**config.mk**
```make
export PLATFORM = sky130hd
export DESIGN_NAME = timer_event_counter8
export DESIGN_NICKNAME = d
export VERILOG_FILES = /design/src/inc/timer8_pkg.sv /design/src/verilog/pin_sync_filter.sv /design/src/verilog/timer_event_counter8.sv
export SDC_FILE = /design/constraint.sdc
export NUM_CORES = 1
export LEC_CHECK = 0
export ABC_AREA = 1
export BUFFER_PORTS_ARGS = -buffer_cell sky130_fd_sc_hd__buf_2
export CORE_ASPECT_RATIO = 0.8
export CORE_UTILIZATION = 40
export CTS_BUF_LIST = sky130_fd_sc_hd__clkbuf_16
export DETAILED_ROUTE_END_ITERATION = 8
export PLACE_DENSITY_LB_ADDON = 0.1
export SLEW_MARGIN = 20
export SYNTH_ARGS = -nofsm -noshare
export SYNTH_HDL_FRONTEND = slang
export SYNTH_SLANG_ARGS = --single-unit
```
**constraint.sdc**
```tcl
create_clock -name I_CORE_CLK -period 1.75 [get_ports I_CORE_CLK]
set_clock_uncertainty 0.2 [all_clocks]
set_input_delay 0.35 -clock I_CORE_CLK [delete_from_list [all_inputs] [get_ports I_CORE_CLK]]
set_output_delay 0.35 -clock I_CORE_CLK [all_outputs]
set_load 0.02 [all_outputs]
```
**src/inc/timer8_pkg.sv**
```systemverilog
// Purpose: shared constants and carriers for the 8-bit timer/event counter
// Assumes: byte-wide register port, 16-bit register addresses
// Notes: all offsets, field positions, reset values and divider masks live here
package timer8_pkg;

	// ----------------------------------------------------------------
	// register addresses
	// ----------------------------------------------------------------
	localparam logic [15:0] ADDR_INPUT_SWITCH = 16'hFF4F; // input switch control
	localparam logic [15:0] ADDR_MODE_CONTROL = 16'hFF5C; // third counter mode control
	localparam logic [15:0] ADDR_CLOCK_SELECT = 16'hFF5D; // count clock / edge select
	localparam logic [15:0] ADDR_COMPARE = 16'hFF5E; // compare value
	localparam logic [15:0] ADDR_COUNT = 16'hFF5F; // live count, read only

	// ----------------------------------------------------------------
	// field positions
	// ----------------------------------------------------------------
	localparam int MODE_RUN_BIT = 7; // run control
	localparam int MODE_SET_BIT = 3; // write-only: set output flip-flop
	localparam int MODE_CLR_BIT = 2; // write-only: clear output flip-flop
	localparam int MODE_INV_BIT = 1; // toggle on match
	localparam int MODE_OE_BIT = 0; // output enable
	localparam int ISC_FIELD_MSB = 5; // top stored bit of input switch
	localparam int CLK_SEL_MSB = 2; // top stored bit of clock select

	// ----------------------------------------------------------------
	// reset values and encodings
	// ----------------------------------------------------------------
	localparam logic [7:0] RESET_BYTE = 8'h00; // all control registers
	localparam logic [4:0] PIN_RESET_LEVEL = 5'h06; // receive pins idle high
	localparam logic [1:0] PAIR_FIRST = 2'h0; // first tx/rx pin pair
	localparam logic [1:0] PAIR_ALT = 2'h1; // alternate tx/rx pin pair
	localparam logic [2:0] CLK_EVENT_FALL = 3'h0; // external falling edge
	localparam logic [2:0] CLK_EVENT_RISE = 3'h1; // external rising edge
	localparam logic [2:0] CLK_DIV1 = 3'h2; // every core cycle
	localparam logic [2:0] CLK_DIV2 = 3'h3;
	localparam logic [2:0] CLK_DIV16 = 3'h4;
	localparam logic [2:0] CLK_DIV64 = 3'h5;
	localparam logic [2:0] CLK_DIV256 = 3'h6;
	localparam logic [2:0] CLK_DIV4096 = 3'h7;

	// ----------------------------------------------------------------
	// prescaler masks: tick when masked bits of the prescaler are all ones
	// ----------------------------------------------------------------
	localparam int PRESCALE_WIDTH = 12;
	localparam logic [11:0] MASK_DIV1 = 12'h000;
	localparam logic [11:0] MASK_DIV2 = 12'h001;
	localparam logic [11:0] MASK_DIV16 = 12'h00F;
	localparam logic [11:0] MASK_DIV64 = 12'h03F;
	localparam logic [11:0] MASK_DIV256 = 12'h0FF;
	localparam logic [11:0] MASK_DIV4096 = 12'hFFF;

	// ----------------------------------------------------------------
	// carriers
	// ----------------------------------------------------------------
	typedef struct packed {
		logic run; // counting enabled
		logic invert; // toggle output on match
		logic out_enable; // drive the timer output pin
	} mode_control_s;

	typedef struct packed {
		logic [1:0] serial_pair_sel; // hi, lo
		logic alt_receive_enable; // pass first-pair receive pin
		logic event_gate_select; // gate event input by companion timer
		logic capture_source_select; // capture from receive pin
		logic ext_irq_source_select; // irq zero from receive pin
	} input_switch_s;

endpackage : timer8_pkg

```
**src/verilog/pin_sync_filter.sv**
```systemverilog
// Purpose: three-stage synchroniser with agreement filter and edge pulses
// Assumes: inputs asynchronous to the core clock
// Notes: a change is accepted once stages two and three agree
`timescale 1ns/1ps
`default_nettype none
module pin_sync_filter #(
	parameter int WIDTH = 5,
	parameter logic [WIDTH-1:0] RESET_LEVEL = '0
) (
	// clock and reset
	input wire logic i_clk,
	input wire logic i_rst_n,
	// raw pins
	input wire logic [WIDTH-1:0] i_pin,
	// filtered level and edges
	output logic [WIDTH-1:0] o_level,
	output logic [WIDTH-1:0] o_rise,
	output logic [WIDTH-1:0] o_fall
);

	logic [WIDTH-1:0] stage1_reg; // metastable stage, read only by stage2
	logic [WIDTH-1:0] stage2_reg;
	logic [WIDTH-1:0] stage3_reg;
	logic [WIDTH-1:0] level_reg; // accepted level
	logic [WIDTH-1:0] rise_reg;
	logic [WIDTH-1:0] fall_reg;

	// ----------------------------------------------------------------
	// per-pin chain
	// ----------------------------------------------------------------
	for (genvar b = 0; b < WIDTH; b++) begin : g_pin
		// shift chain and agreement filter
		always_ff @(posedge i_clk) begin
			if (!i_rst_n) begin
				stage1_reg[b] <= RESET_LEVEL[b];
				stage2_reg[b] <= RESET_LEVEL[b];
				stage3_reg[b] <= RESET_LEVEL[b];
				level_reg[b] <= RESET_LEVEL[b];
				rise_reg[b] <= 1'b0;
				fall_reg[b] <= 1'b0;
			end else begin
				stage1_reg[b] <= i_pin[b];
				stage2_reg[b] <= stage1_reg[b];
				stage3_reg[b] <= stage2_reg[b];
				// accept only when the last two stages agree
				if (stage2_reg[b] == stage3_reg[b]) begin
					level_reg[b] <= stage3_reg[b];
				end
				rise_reg[b] <= (stage2_reg[b] == stage3_reg[b]) & stage3_reg[b] & ~level_reg[b];
				fall_reg[b] <= (stage2_reg[b] == stage3_reg[b]) & ~stage3_reg[b] & level_reg[b];
			end
		end
	end

	assign o_level = level_reg;
	assign o_rise = rise_reg;
	assign o_fall = fall_reg;

endmodule : pin_sync_filter
`default_nettype wire

```
**src/verilog/timer_event_counter8.sv**
```systemverilog
// Purpose: 8-bit timer / event counter with input switch routing
// Assumes: byte register port on the core clock, pins asynchronous
// Notes: counter clears on compare match; square wave on the output pin
//
// Overview of operation
// - run 0 clears and stops; 1 starts
// - gate select lets companion timer gate events
// - pair field picks first or alternate pins
// - receive enable passes first-pair receive pin; clear blocks it
// - capture source: dedicated pin or receive pin
// - irq zero source: own pin or receive
// - input switch resets zero, top bits zero
// - match clears counter, keeps counting, interrupts
// - three-bit field chooses clock or edge
// - event mode: falling 00H, rising 01H
// - compare accepts full byte range
// - output toggles on match: 50% square
// - output low while output disabled
// - square period is twice (N+1) counts
`timescale 1ns/1ps
`default_nettype none
module timer_event_counter8 (
	// clock and reset
	input wire logic I_CORE_CLK,
	input wire logic I_RST_N,
	// register port
	input wire logic [15:0] I_REG_ADDR,
	input wire logic I_REG_WR,
	input wire logic [7:0] I_REG_WDATA,
	output logic [7:0] O_REG_RDATA,
	// external pins
	input wire logic I_EVENT_INPUT_PIN,
	input wire logic I_SERIAL_RECEIVE_PIN0,
	input wire logic I_SERIAL_RECEIVE_PIN1,
	input wire logic I_CAPTURE_PIN,
	input wire logic I_EXTERNAL_IRQ_ZERO_PIN,
	// on-chip sources
	input wire logic I_GATING_TIMER_OUTPUT,
	input wire logic I_SERIAL_TRANSMIT,
	// timer outputs
	output logic O_TIMER_OUTPUT_PIN,
	output logic O_MATCH_IRQ,
	// routed signals
	output logic O_SERIAL_RECEIVE,
	output logic O_CAPTURE_INPUT,
	output logic O_EXTERNAL_IRQ_ZERO,
	output logic O_SERIAL_TRANSMIT_PIN0,
	output logic O_SERIAL_TRANSMIT_PIN1
);

	// ----------------------------------------------------------------
	// state
	// ----------------------------------------------------------------
	timer8_pkg::mode_control_s mode_reg; // run, invert, output enable
	timer8_pkg::input_switch_s isc_reg; // routing controls
	logic [2:0] clock_select_reg; // count source
	logic [7:0] compare_reg; // match value
	logic [7:0] count_reg; // live count
	logic [11:0] prescale_reg; // internal divider
	logic toggle_reg; // output flip-flop
	logic irq_reg; // match pulse
	logic [7:0] rdata_reg; // read data
	logic [4:0] pin_level; // filtered pins
	logic [4:0] pin_rise;
	logic [4:0] pin_fall;
	logic [11:0] prescale_mask; // selected divider mask
	logic event_mode; // external edge selected
	logic event_gate_open; // companion gate state
	logic count_tick; // one-cycle count enable
	logic match_hit; // count equals compare on a tick
	logic rx_first; // first-pair receive after enable
	logic mode_wr; // write strobe to mode register

	// ----------------------------------------------------------------
	// pin synchronisers: 0 event, 1 rx0, 2 rx1, 3 capture, 4 irq zero
	// ----------------------------------------------------------------
	pin_sync_filter #(
		.WIDTH(5),
		.RESET_LEVEL(timer8_pkg::PIN_RESET_LEVEL)
	) u_sync (
		.i_clk(I_CORE_CLK),
		.i_rst_n(I_RST_N),
		.i_pin({I_EXTERNAL_IRQ_ZERO_PIN, I_CAPTURE_PIN, I_SERIAL_RECEIVE_PIN1,
			I_SERIAL_RECEIVE_PIN0, I_EVENT_INPUT_PIN}),
		.o_level(pin_level),
		.o_rise(pin_rise),
		.o_fall(pin_fall)
	);

	assign mode_wr = I_REG_WR && (I_REG_ADDR == timer8_pkg::ADDR_MODE_CONTROL);

	// ----------------------------------------------------------------
	// control registers
	// ----------------------------------------------------------------
	// register writes; low mode bits other than toggle/output are not stored
	always_ff @(posedge I_CORE_CLK) begin
		if (!I_RST_N) begin
			mode_reg <= '0;
			isc_reg <= '0;
			clock_select_reg <= timer8_pkg::RESET_BYTE[2:0];
			compare_reg <= timer8_pkg::RESET_BYTE;
		end else if (I_REG_WR) begin
			unique case (I_REG_ADDR)
				timer8_pkg::ADDR_MODE_CONTROL: begin
					mode_reg.run <= I_REG_WDATA[timer8_pkg::MODE_RUN_BIT];
					mode_reg.invert <= I_REG_WDATA[timer8_pkg::MODE_INV_BIT];
					mode_reg.out_enable <= I_REG_WDATA[timer8_pkg::MODE_OE_BIT];
				end
				timer8_pkg::ADDR_INPUT_SWITCH: begin
					isc_reg <= I_REG_WDATA[timer8_pkg::ISC_FIELD_MSB:0];
				end
				timer8_pkg::ADDR_CLOCK_SELECT: begin
					clock_select_reg <= I_REG_WDATA[timer8_pkg::CLK_SEL_MSB:0];
				end
				timer8_pkg::ADDR_COMPARE: begin
					compare_reg <= I_REG_WDATA;
				end
				default: begin
					// count is read only; unmapped writes are dropped
				end
			endcase
		end
	end

	// read data, one cycle after the address; unmapped reads give zero
	always_ff @(posedge I_CORE_CLK) begin
		if (!I_RST_N) begin
			rdata_reg <= timer8_pkg::RESET_BYTE;
		end else begin
			unique case (I_REG_ADDR)
				timer8_pkg::ADDR_MODE_CONTROL: rdata_reg <= {mode_reg.run, 5'h00,
					mode_reg.invert, mode_reg.out_enable};
				timer8_pkg::ADDR_INPUT_SWITCH: rdata_reg <= {2'h0, isc_reg};
				timer8_pkg::ADDR_CLOCK_SELECT: rdata_reg <= {5'h00, clock_select_reg};
				timer8_pkg::ADDR_COMPARE: rdata_reg <= compare_reg;
				timer8_pkg::ADDR_COUNT: rdata_reg <= count_reg;
				default: rdata_reg <= timer8_pkg::RESET_BYTE;
			endcase
		end
	end

	assign O_REG_RDATA = rdata_reg;

	// ----------------------------------------------------------------
	// count source
	// ----------------------------------------------------------------
	// divider mask; the edge codes leave the prescaler unused
	always_comb begin
		prescale_mask = timer8_pkg::MASK_DIV1;
		unique case (clock_select_reg)
			timer8_pkg::CLK_DIV2: prescale_mask = timer8_pkg::MASK_DIV2;
			timer8_pkg::CLK_DIV16: prescale_mask = timer8_pkg::MASK_DIV16;
			timer8_pkg::CLK_DIV64: prescale_mask = timer8_pkg::MASK_DIV64;
			timer8_pkg::CLK_DIV256: prescale_mask = timer8_pkg::MASK_DIV256;
			timer8_pkg::CLK_DIV4096: prescale_mask = timer8_pkg::MASK_DIV4096;
			default: prescale_mask = timer8_pkg::MASK_DIV1;
		endcase
	end

	assign event_mode = (clock_select_reg == timer8_pkg::CLK_EVENT_FALL) ||
		(clock_select_reg == timer8_pkg::CLK_EVENT_RISE);
	// companion timer only matters when gating is selected
	assign event_gate_open = !isc_reg.event_gate_select || I_GATING_TIMER_OUTPUT;

	// one tick per selected edge or per divided internal period
	always_comb begin
		count_tick = 1'b0;
		if (!mode_reg.run) begin
			count_tick = 1'b0;
		end else if (clock_select_reg == timer8_pkg::CLK_EVENT_FALL) begin
			count_tick = pin_fall[0] && event_gate_open;
		end else if (clock_select_reg == timer8_pkg::CLK_EVENT_RISE) begin
			count_tick = pin_rise[0] && event_gate_open;
		end else begin
			count_tick = ((prescale_reg & prescale_mask) == prescale_mask);
		end
	end

	assign match_hit = count_tick && (count_reg == compare_reg);

	// prescaler restarts with the counter, so the first period is full
	always_ff @(posedge I_CORE_CLK) begin
		if (!I_RST_N || !mode_reg.run) begin
			prescale_reg <= '0;
		end else begin
			prescale_reg <= prescale_reg + 12'h001;
		end
	end

	// ----------------------------------------------------------------
	// counter and match pulse
	// ----------------------------------------------------------------
	// stopped counter sits at zero, so a restart counts from zero
	always_ff @(posedge I_CORE_CLK) begin
		if (!I_RST_N || !mode_reg.run) begin
			count_reg <= 8'h00;
		end else if (match_hit) begin
			count_reg <= 8'h00;
		end else if (count_tick) begin
			count_reg <= count_reg + 8'h01;
		end
	end

	// pulse lands in the cycle the count shows zero after the wrap
	always_ff @(posedge I_CORE_CLK) begin
		if (!I_RST_N) begin
			irq_reg <= 1'b0;
		end else begin
			irq_reg <= match_hit;
		end
	end

	assign O_MATCH_IRQ = irq_reg;

	// ----------------------------------------------------------------
	// output flip-flop
	// ----------------------------------------------------------------
	// software set/clear wins over a same-cycle match toggle
	always_ff @(posedge I_CORE_CLK) begin
		if (!I_RST_N) begin
			toggle_reg <= 1'b0;
		end else if (mode_wr && I_REG_WDATA[timer8_pkg::MODE_SET_BIT] &&
			!I_REG_WDATA[timer8_pkg::MODE_CLR_BIT]) begin
			toggle_reg <= 1'b1;
		end else if (mode_wr && I_REG_WDATA[timer8_pkg::MODE_CLR_BIT] &&
			!I_REG_WDATA[timer8_pkg::MODE_SET_BIT]) begin
			toggle_reg <= 1'b0;
		end else if (match_hit && mode_reg.invert) begin
			toggle_reg <= !toggle_reg;
		end
	end

	assign O_TIMER_OUTPUT_PIN = mode_reg.out_enable && toggle_reg;

	// ----------------------------------------------------------------
	// input switch routing
	// ----------------------------------------------------------------
	// blocked receive idles high so a uart sees no start bit
	assign rx_first = isc_reg.alt_receive_enable ? pin_level[1] : 1'b1;
	assign O_SERIAL_RECEIVE = (isc_reg.serial_pair_sel == timer8_pkg::PAIR_ALT) ?
		pin_level[2] : rx_first;
	assign O_SERIAL_TRANSMIT_PIN0 = (isc_reg.serial_pair_sel == timer8_pkg::PAIR_ALT) ?
		1'b1 : I_SERIAL_TRANSMIT;
	assign O_SERIAL_TRANSMIT_PIN1 = (isc_reg.serial_pair_sel == timer8_pkg::PAIR_ALT) ?
		I_SERIAL_TRANSMIT : 1'b1;
	assign O_CAPTURE_INPUT = isc_reg.capture_source_select ? O_SERIAL_RECEIVE :
		pin_level[3];
	assign O_EXTERNAL_IRQ_ZERO = isc_reg.ext_irq_source_select ? O_SERIAL_RECEIVE :
		pin_level[4];
endmodule : timer_event_counter8
`default_nettype wire

```
# Word-level counts from Yosys, hierarchy flattened
# Cells that the tools add are included.
dict set report classes {
  magnitude_cmp 0
  reduce_logical 25
  div 0
  mux 14
  n_eq_ne 19
  bitwise_logic 7
  addsub 2
  n_shift 0
  multipliers 0
}
# operator n
set op_table {}
lappend op_table {{$eq 16x16->1 const B} 5}
lappend op_table {{$pmux 12 s5} 1}
lappend op_table {{$pmux 8 s5} 1}
lappend op_table {{$add 12x1->12 const B} 1}
lappend op_table {{$and 12x12->12} 1}
lappend op_table {{$eq 12x12->1} 1}
lappend op_table {{$eq 3x3->1 const B} 4}
lappend op_table {{$mux 1} 12}
lappend op_table {{$logic_and 1x1->1} 10}
lappend op_table {{$add 8x1->8 const B} 1}
lappend op_table {{$eq 8x8->1} 1}
lappend op_table {{$reduce_and 2->1} 4}
lappend op_table {{$logic_not 1->1} 6}
lappend op_table {{$eq 1x1->1} 5}
lappend op_table {{$and 1x1->1} 4}
lappend op_table {{$eq 3x1->1 const B} 1}
lappend op_table {{$eq 3x2->1 const B} 1}
lappend op_table {{$logic_not 3->1} 1}
lappend op_table {{$reduce_bool 3->1} 1}
lappend op_table {{$eq 2x1->1 const B} 1}
lappend op_table {{$logic_or 1x1->1} 2}
lappend op_table {{$not 1->1} 2}
lappend op_table {{$reduce_or 2->1} 1}
dict set report totals {
  input_bits 34
  ramBits 0
  mem_bits_ro 0
  elab_cells 104
  reg_bits 72
  memories 0
  latchBits 0
  output_inout_bits 15
}

# Longest topological paths before layout
dict set report depth {
  word_depth 12
  mapped_depth 12
  depth_no_buf 12
}

# Modules after synthesis
# Synthesis repeated with hierarchy kept, for this count alone.
dict set report unflattened {
  cells_unflattened 515
  hier_area_um2 3689.8
}
# module n_inst area_each_um2 cells_each seq_area_each_um2
set by_module_without_submodules {}
lappend by_module_without_submodules {timer_event_counter8 1 2640.0 395 1001.0}
lappend by_module_without_submodules {pin_sync_filter 1 1049.8 120 600.6}

# Worst setup path before layout
# OpenSTA, ideal clock, no wires.
dict set report synth_path {
  path_type {register to output}
  from {reg isc_reg[4] in the netlist's numbering}
  to {out O_EXTERNAL_IRQ_ZERO}
  path_buffers 0
  path_stages_with_launch 5
  required_ns 1.200
  slack_ns -0.152
  t_arrival_ns 1.352
  path_cell_list {dfxtp_1 inv_1 nor2_1 o21ai_0 mux2_2}
}
dict set report synth_between {
  elab_chain_len 3
}
# element line
set synth_rtl {}
lappend synth_rtl {{from (decl)} timer_event_counter8.sv:55} ;# timer8_pkg::input_switch_s isc_reg;
lappend synth_rtl {{from (signal assigned)} timer_event_counter8.sv:110} ;# isc_reg <= I_REG_WDATA[timer8_pkg::ISC_FIELD_MSB:0];
lappend synth_rtl {{$eq 2x1->1} timer_event_counter8.sv:240} ;# assign O_SERIAL_RECEIVE = (isc_reg.serial_pair_sel == timer8_pkg::PAIR_ALT) ?
lappend synth_rtl {{$mux 1} timer_event_counter8.sv:240}
lappend synth_rtl {{net O_SERIAL_RECEIVE} timer_event_counter8.sv:44} ;# output logic O_SERIAL_RECEIVE,
lappend synth_rtl {{$mux 1} timer_event_counter8.sv:248} ;# assign O_EXTERNAL_IRQ_ZERO = isc_reg.ext_irq_source_select ? O_SERIAL_RECEIVE :
lappend synth_rtl {{to (decl)} timer_event_counter8.sv:46} ;# output logic O_EXTERNAL_IRQ_ZERO,
# The timed path passes the listed nets, and every way through them passes these cells.

# Worst setup path in the final report
dict set report layout_path {
  from {reg isc_reg[4] in the netlist's numbering}
  to {out O_EXTERNAL_IRQ_ZERO}
}
dict set report layout_between {
  elab_chain_len 3
}
# element line
set layout_rtl {}
lappend layout_rtl {{$eq 2x1->1} timer_event_counter8.sv:240}
lappend layout_rtl {{$mux 1} timer_event_counter8.sv:240}
lappend layout_rtl {{$mux 1} timer_event_counter8.sv:248}
# Every way passes these cells.

==> metrics.md <==
| Metric | Value |
|---|---|
| Final Util | `56.8%` |
| Layout area overhead | `35.8%` |
| Status | `finished with violations` |
| Worst hold path type | `input port to flip-flop` |
| Period minus WS final | `1.84 ns` |
| FP Rows | `29` |
| Core area | `8060 um^2` |
| Crit path launch type | `flip-flop` |
| Hold depth | `3` |
| Mapped Area | `3370 um^2` |
| Crit end category | `output pin` |
| GPL Wtd Cong | `0.840` |
| Netlist cell types | `41` |
| Die H | `84.1 um` |
| Number of flip-flops in the largest register | `12` |
| Cell Area, Placed | `4010 um^2` |
| Number of max-cap violations | `0` |
| Vias per cell | `4.79` |
| Gate Count Post-Synth | `459` |
| Root Driver | `clkbuf_16` |
| Ys Warns | `0` |
| Clock Pin Slew Worst Setup and Hold Paths | `0.06 ns` |
| First-pass GRT wire length | `13900 um` |
| Slowest-stage cell, CP | `dfxtp_2` |
| Worst-Margin Slew | `0.320 ns` |
| Hold EP | `isc_reg[4]` |
| Die area | `8800 um^2` |
| CP Cell Sequence | `inv_2 -> nor2_4 -> o21ai_2 -> mux2_4 -> buf_6` |
| Maximum number of pins on one net before global-route repair | `15` |
| Final count of pins violating max slew | `0` |
| Post-synthesis net count | `497` |
| CTS max path bufs | `2` |
| Design area | `4580 um^2` |
| Die width | `105 um` |
| Boundary pin count | `49` |
| Final hold violations | `0` |
| Detailed placement HPWL | `6230 um` |
| Layout filler cell count | `776` |
| R2r startpoint | `clock_select_reg[0]` |
| Crit path setup slack, layout | `-0.0929 ns` |
| P per Cell Area | `856 nW/um^2` |
| Vias after detailed routing | `3209` |
| Initial core utilization | `41.8%` |
| Max FO, Critical Path | `3` |
| WL final | `8470 um` |
| Htree depth | `3` |
| CTS Sinks | `72` |
| F_max | `0.543 GHz` |
| Failing checks | `setup timing` |
| Vias in the first global route | `2924` |
| Syn_area_per_cell | `7.34 um^2` |
| Fin crit share | `105%` |
| Setup violators final | `3` |
| CP Data Required Time | `1.20 ns` |
| #FFs+latches synth | `72` |
| Async S/R FF share, synth | `0%` |
| Reg2reg path depth | `9` |
| CTS Buf Count | `9` |
| Leakage | `1.96 nW` |
| DRT iter0 DRCs | `181` |
| Hold path startpoint | `I_REG_WDATA[4]` |
| Initial antenna violation count | `0` |
| Overflow after GRT | `0` |
| TNS Setup | `-0.146 ns` |
| PortBufs | `48` |
| Number of synthesized flops with an enable pin | `0` |
| Avg WL per Cell | `12.6 um` |
| ANT nets after route | `0` |
| Tot GR Track Use | `20.0%` |
| Worst skew pair latency | `0.33 ns` |
| Post-synth top flop | `dfxtp_1` |
| Setup slack at placement | `-0.119 ns` |
| DRT Pass-1 Iters | `4` |
| R2R setup slack | `0.07 ns` |
| Reg2reg end | `count_reg[7]` |
| Arr. time, crit path | `1.29 ns` |
| CP Class | `flip-flop to output pin` |
| Max rail drop VDD | `0.541 mV` |
| Max_slew headroom | `78.6%` |
| Crit-path max cell delay | `0.33 ns` |
| Layout Nets | `595` |
| Sequential-to-total area share from yosys stat | `42.8%` |
| Drt drc | `0` |
| Worst setup startpoint | `isc_reg[4]` |
| Fraction of layout cells with a size suffix above 1 | `32.4%` |
| RSZ-0062 raised after global routing | `true` |
| N_diodes | `0` |
| CTS tree | `done` |
[power breakdown]
part	leakage, nW	internal (mW)	switching (mW)	total, mW
sequential	0.589	1.65	0.00578	1.66
combinational	1.20	0.0715	0.0906	0.162
clock	0.168	1.40	0.703	2.10
[area by class of cell]
class                      instances  area [um^2]  share of cell area (%)
clock inverter                     7          119                    2.60
tap                              108          135                    2.95
timing repair buffer              93          634                    13.9
inverter                          68          258                    5.63
clock buffer                       9          225                    4.92
sequential                        72         1460                    31.9
multi-input combinational        313         1740                    38.1
[what timing repair did]
item / in CTS / in global routing
setup endpoints to repair: 5 / 18
pin swaps: 2 / 18
endpoints found under the hold margin: 5 / 0
resized for setup: 20 / 37
buffers inserted: 3 / 3
hold buffers: 5 / 0
[cell usage after synthesis, types with 2 or more instances]
cell	count	area (um^2)
clkbuf_1	3	11.3
or2_2	7	43.8
dfxtp_1	72	1440
ha_1	4	50.1
a22o_1	2	17.5
nor4_1	2	12.5
nor2_4	5	56.3
nand3_1	17	85.1
o21ai_1	5	25.0
inv_2	7	26.3
o21ai_0	26	130
nand4_1	11	68.8
nor3_1	7	35.0
nand2_2	6	37.5
inv_1	59	221
nor2_2	2	12.5
nor2_8	2	40.0
xor2_1	3	26.3
o21a_1	2	15.0
nor2_1	53	199
a211oi_2	5	62.6
nand2_1	104	390
a21oi_1	33	165
buf_1	2	7.51
o22ai_1	4	25.0
[cells in the final DEF (no fill, tap or decap), types with 4 or more instances in the layout]
cell type / instances
nand2_1: 100
dfxtp_1: 60
inv_1: 57
nor2_1: 45
buf_2: 43
buf_4: 39
a21oi_1: 32
o21ai_0: 21
nand3_1: 14
nand4_1: 11
inv_2: 10
dfxtp_2: 10
nor2_2: 9
clkbuf_16: 9
nand2_2: 8
o21ai_1: 7
or2_2: 7
nor2_4: 6
nor3_1: 6
a211oi_2: 5
dlygate4sd3_1: 5
buf_6: 5
o22ai_1: 4
[cells by family (layout without fill, tap and decap cells)]
group / after synthesis / after routing / synth area share (%)
compound gates: 82 / 82 / 14.6
xor+xnor: 3 / 3 / 0.780
fa+ha+maj: 4 / 4 / 1.48
buf+inv: 74 / 177 / 8.35
flops: 72 / 72 / 42.8
mux: 1 / 1 / 0.334
simple gates: 223 / 223 / 31.7
[through the flow]
stage	power, mW	std cells	hold WS, ns
detailed placement	1.85	645	0.200
CTS	3.95	669	0.0793
floorplan	1.77	459	0.190
global route	4.05	670	0.111
finish	3.92	670	0.0791
global placement	1.84	645	0.194
[how the worst max path moves through the flow]
stage / depth (start not counted) / to
finish: 5 / O_EXTERNAL_IRQ_ZERO
detailed placement: 9 / clock_select_reg[2]
global placement: 9 / clock_select_reg[0]
global route: 5 / O_EXTERNAL_IRQ_ZERO
floorplan: 5 / O_CAPTURE_INPUT
CTS: 5 / O_EXTERNAL_IRQ_ZERO
[critical path, delay by kind of cell (launching register included)]
family	cells	cell delay, ns
flops	1	0.33
mux	1	0.27
compound gates	1	0.08
buf+inv	2	0.18
simple gates	1	0.10
[routing by layer]
| layer | share of wire [%] | global-route usage (%) |
|---|---|---|
| met3 | 5.1 | 4.76 |
| met1 | 51 | 27.9 |
| met4 | 0.97 | 6.15 |
| met2 | 43 | 30.8 |
| met5 | 0 | 0 |
No activity file was read; power rests on OpenSTA's default activity.
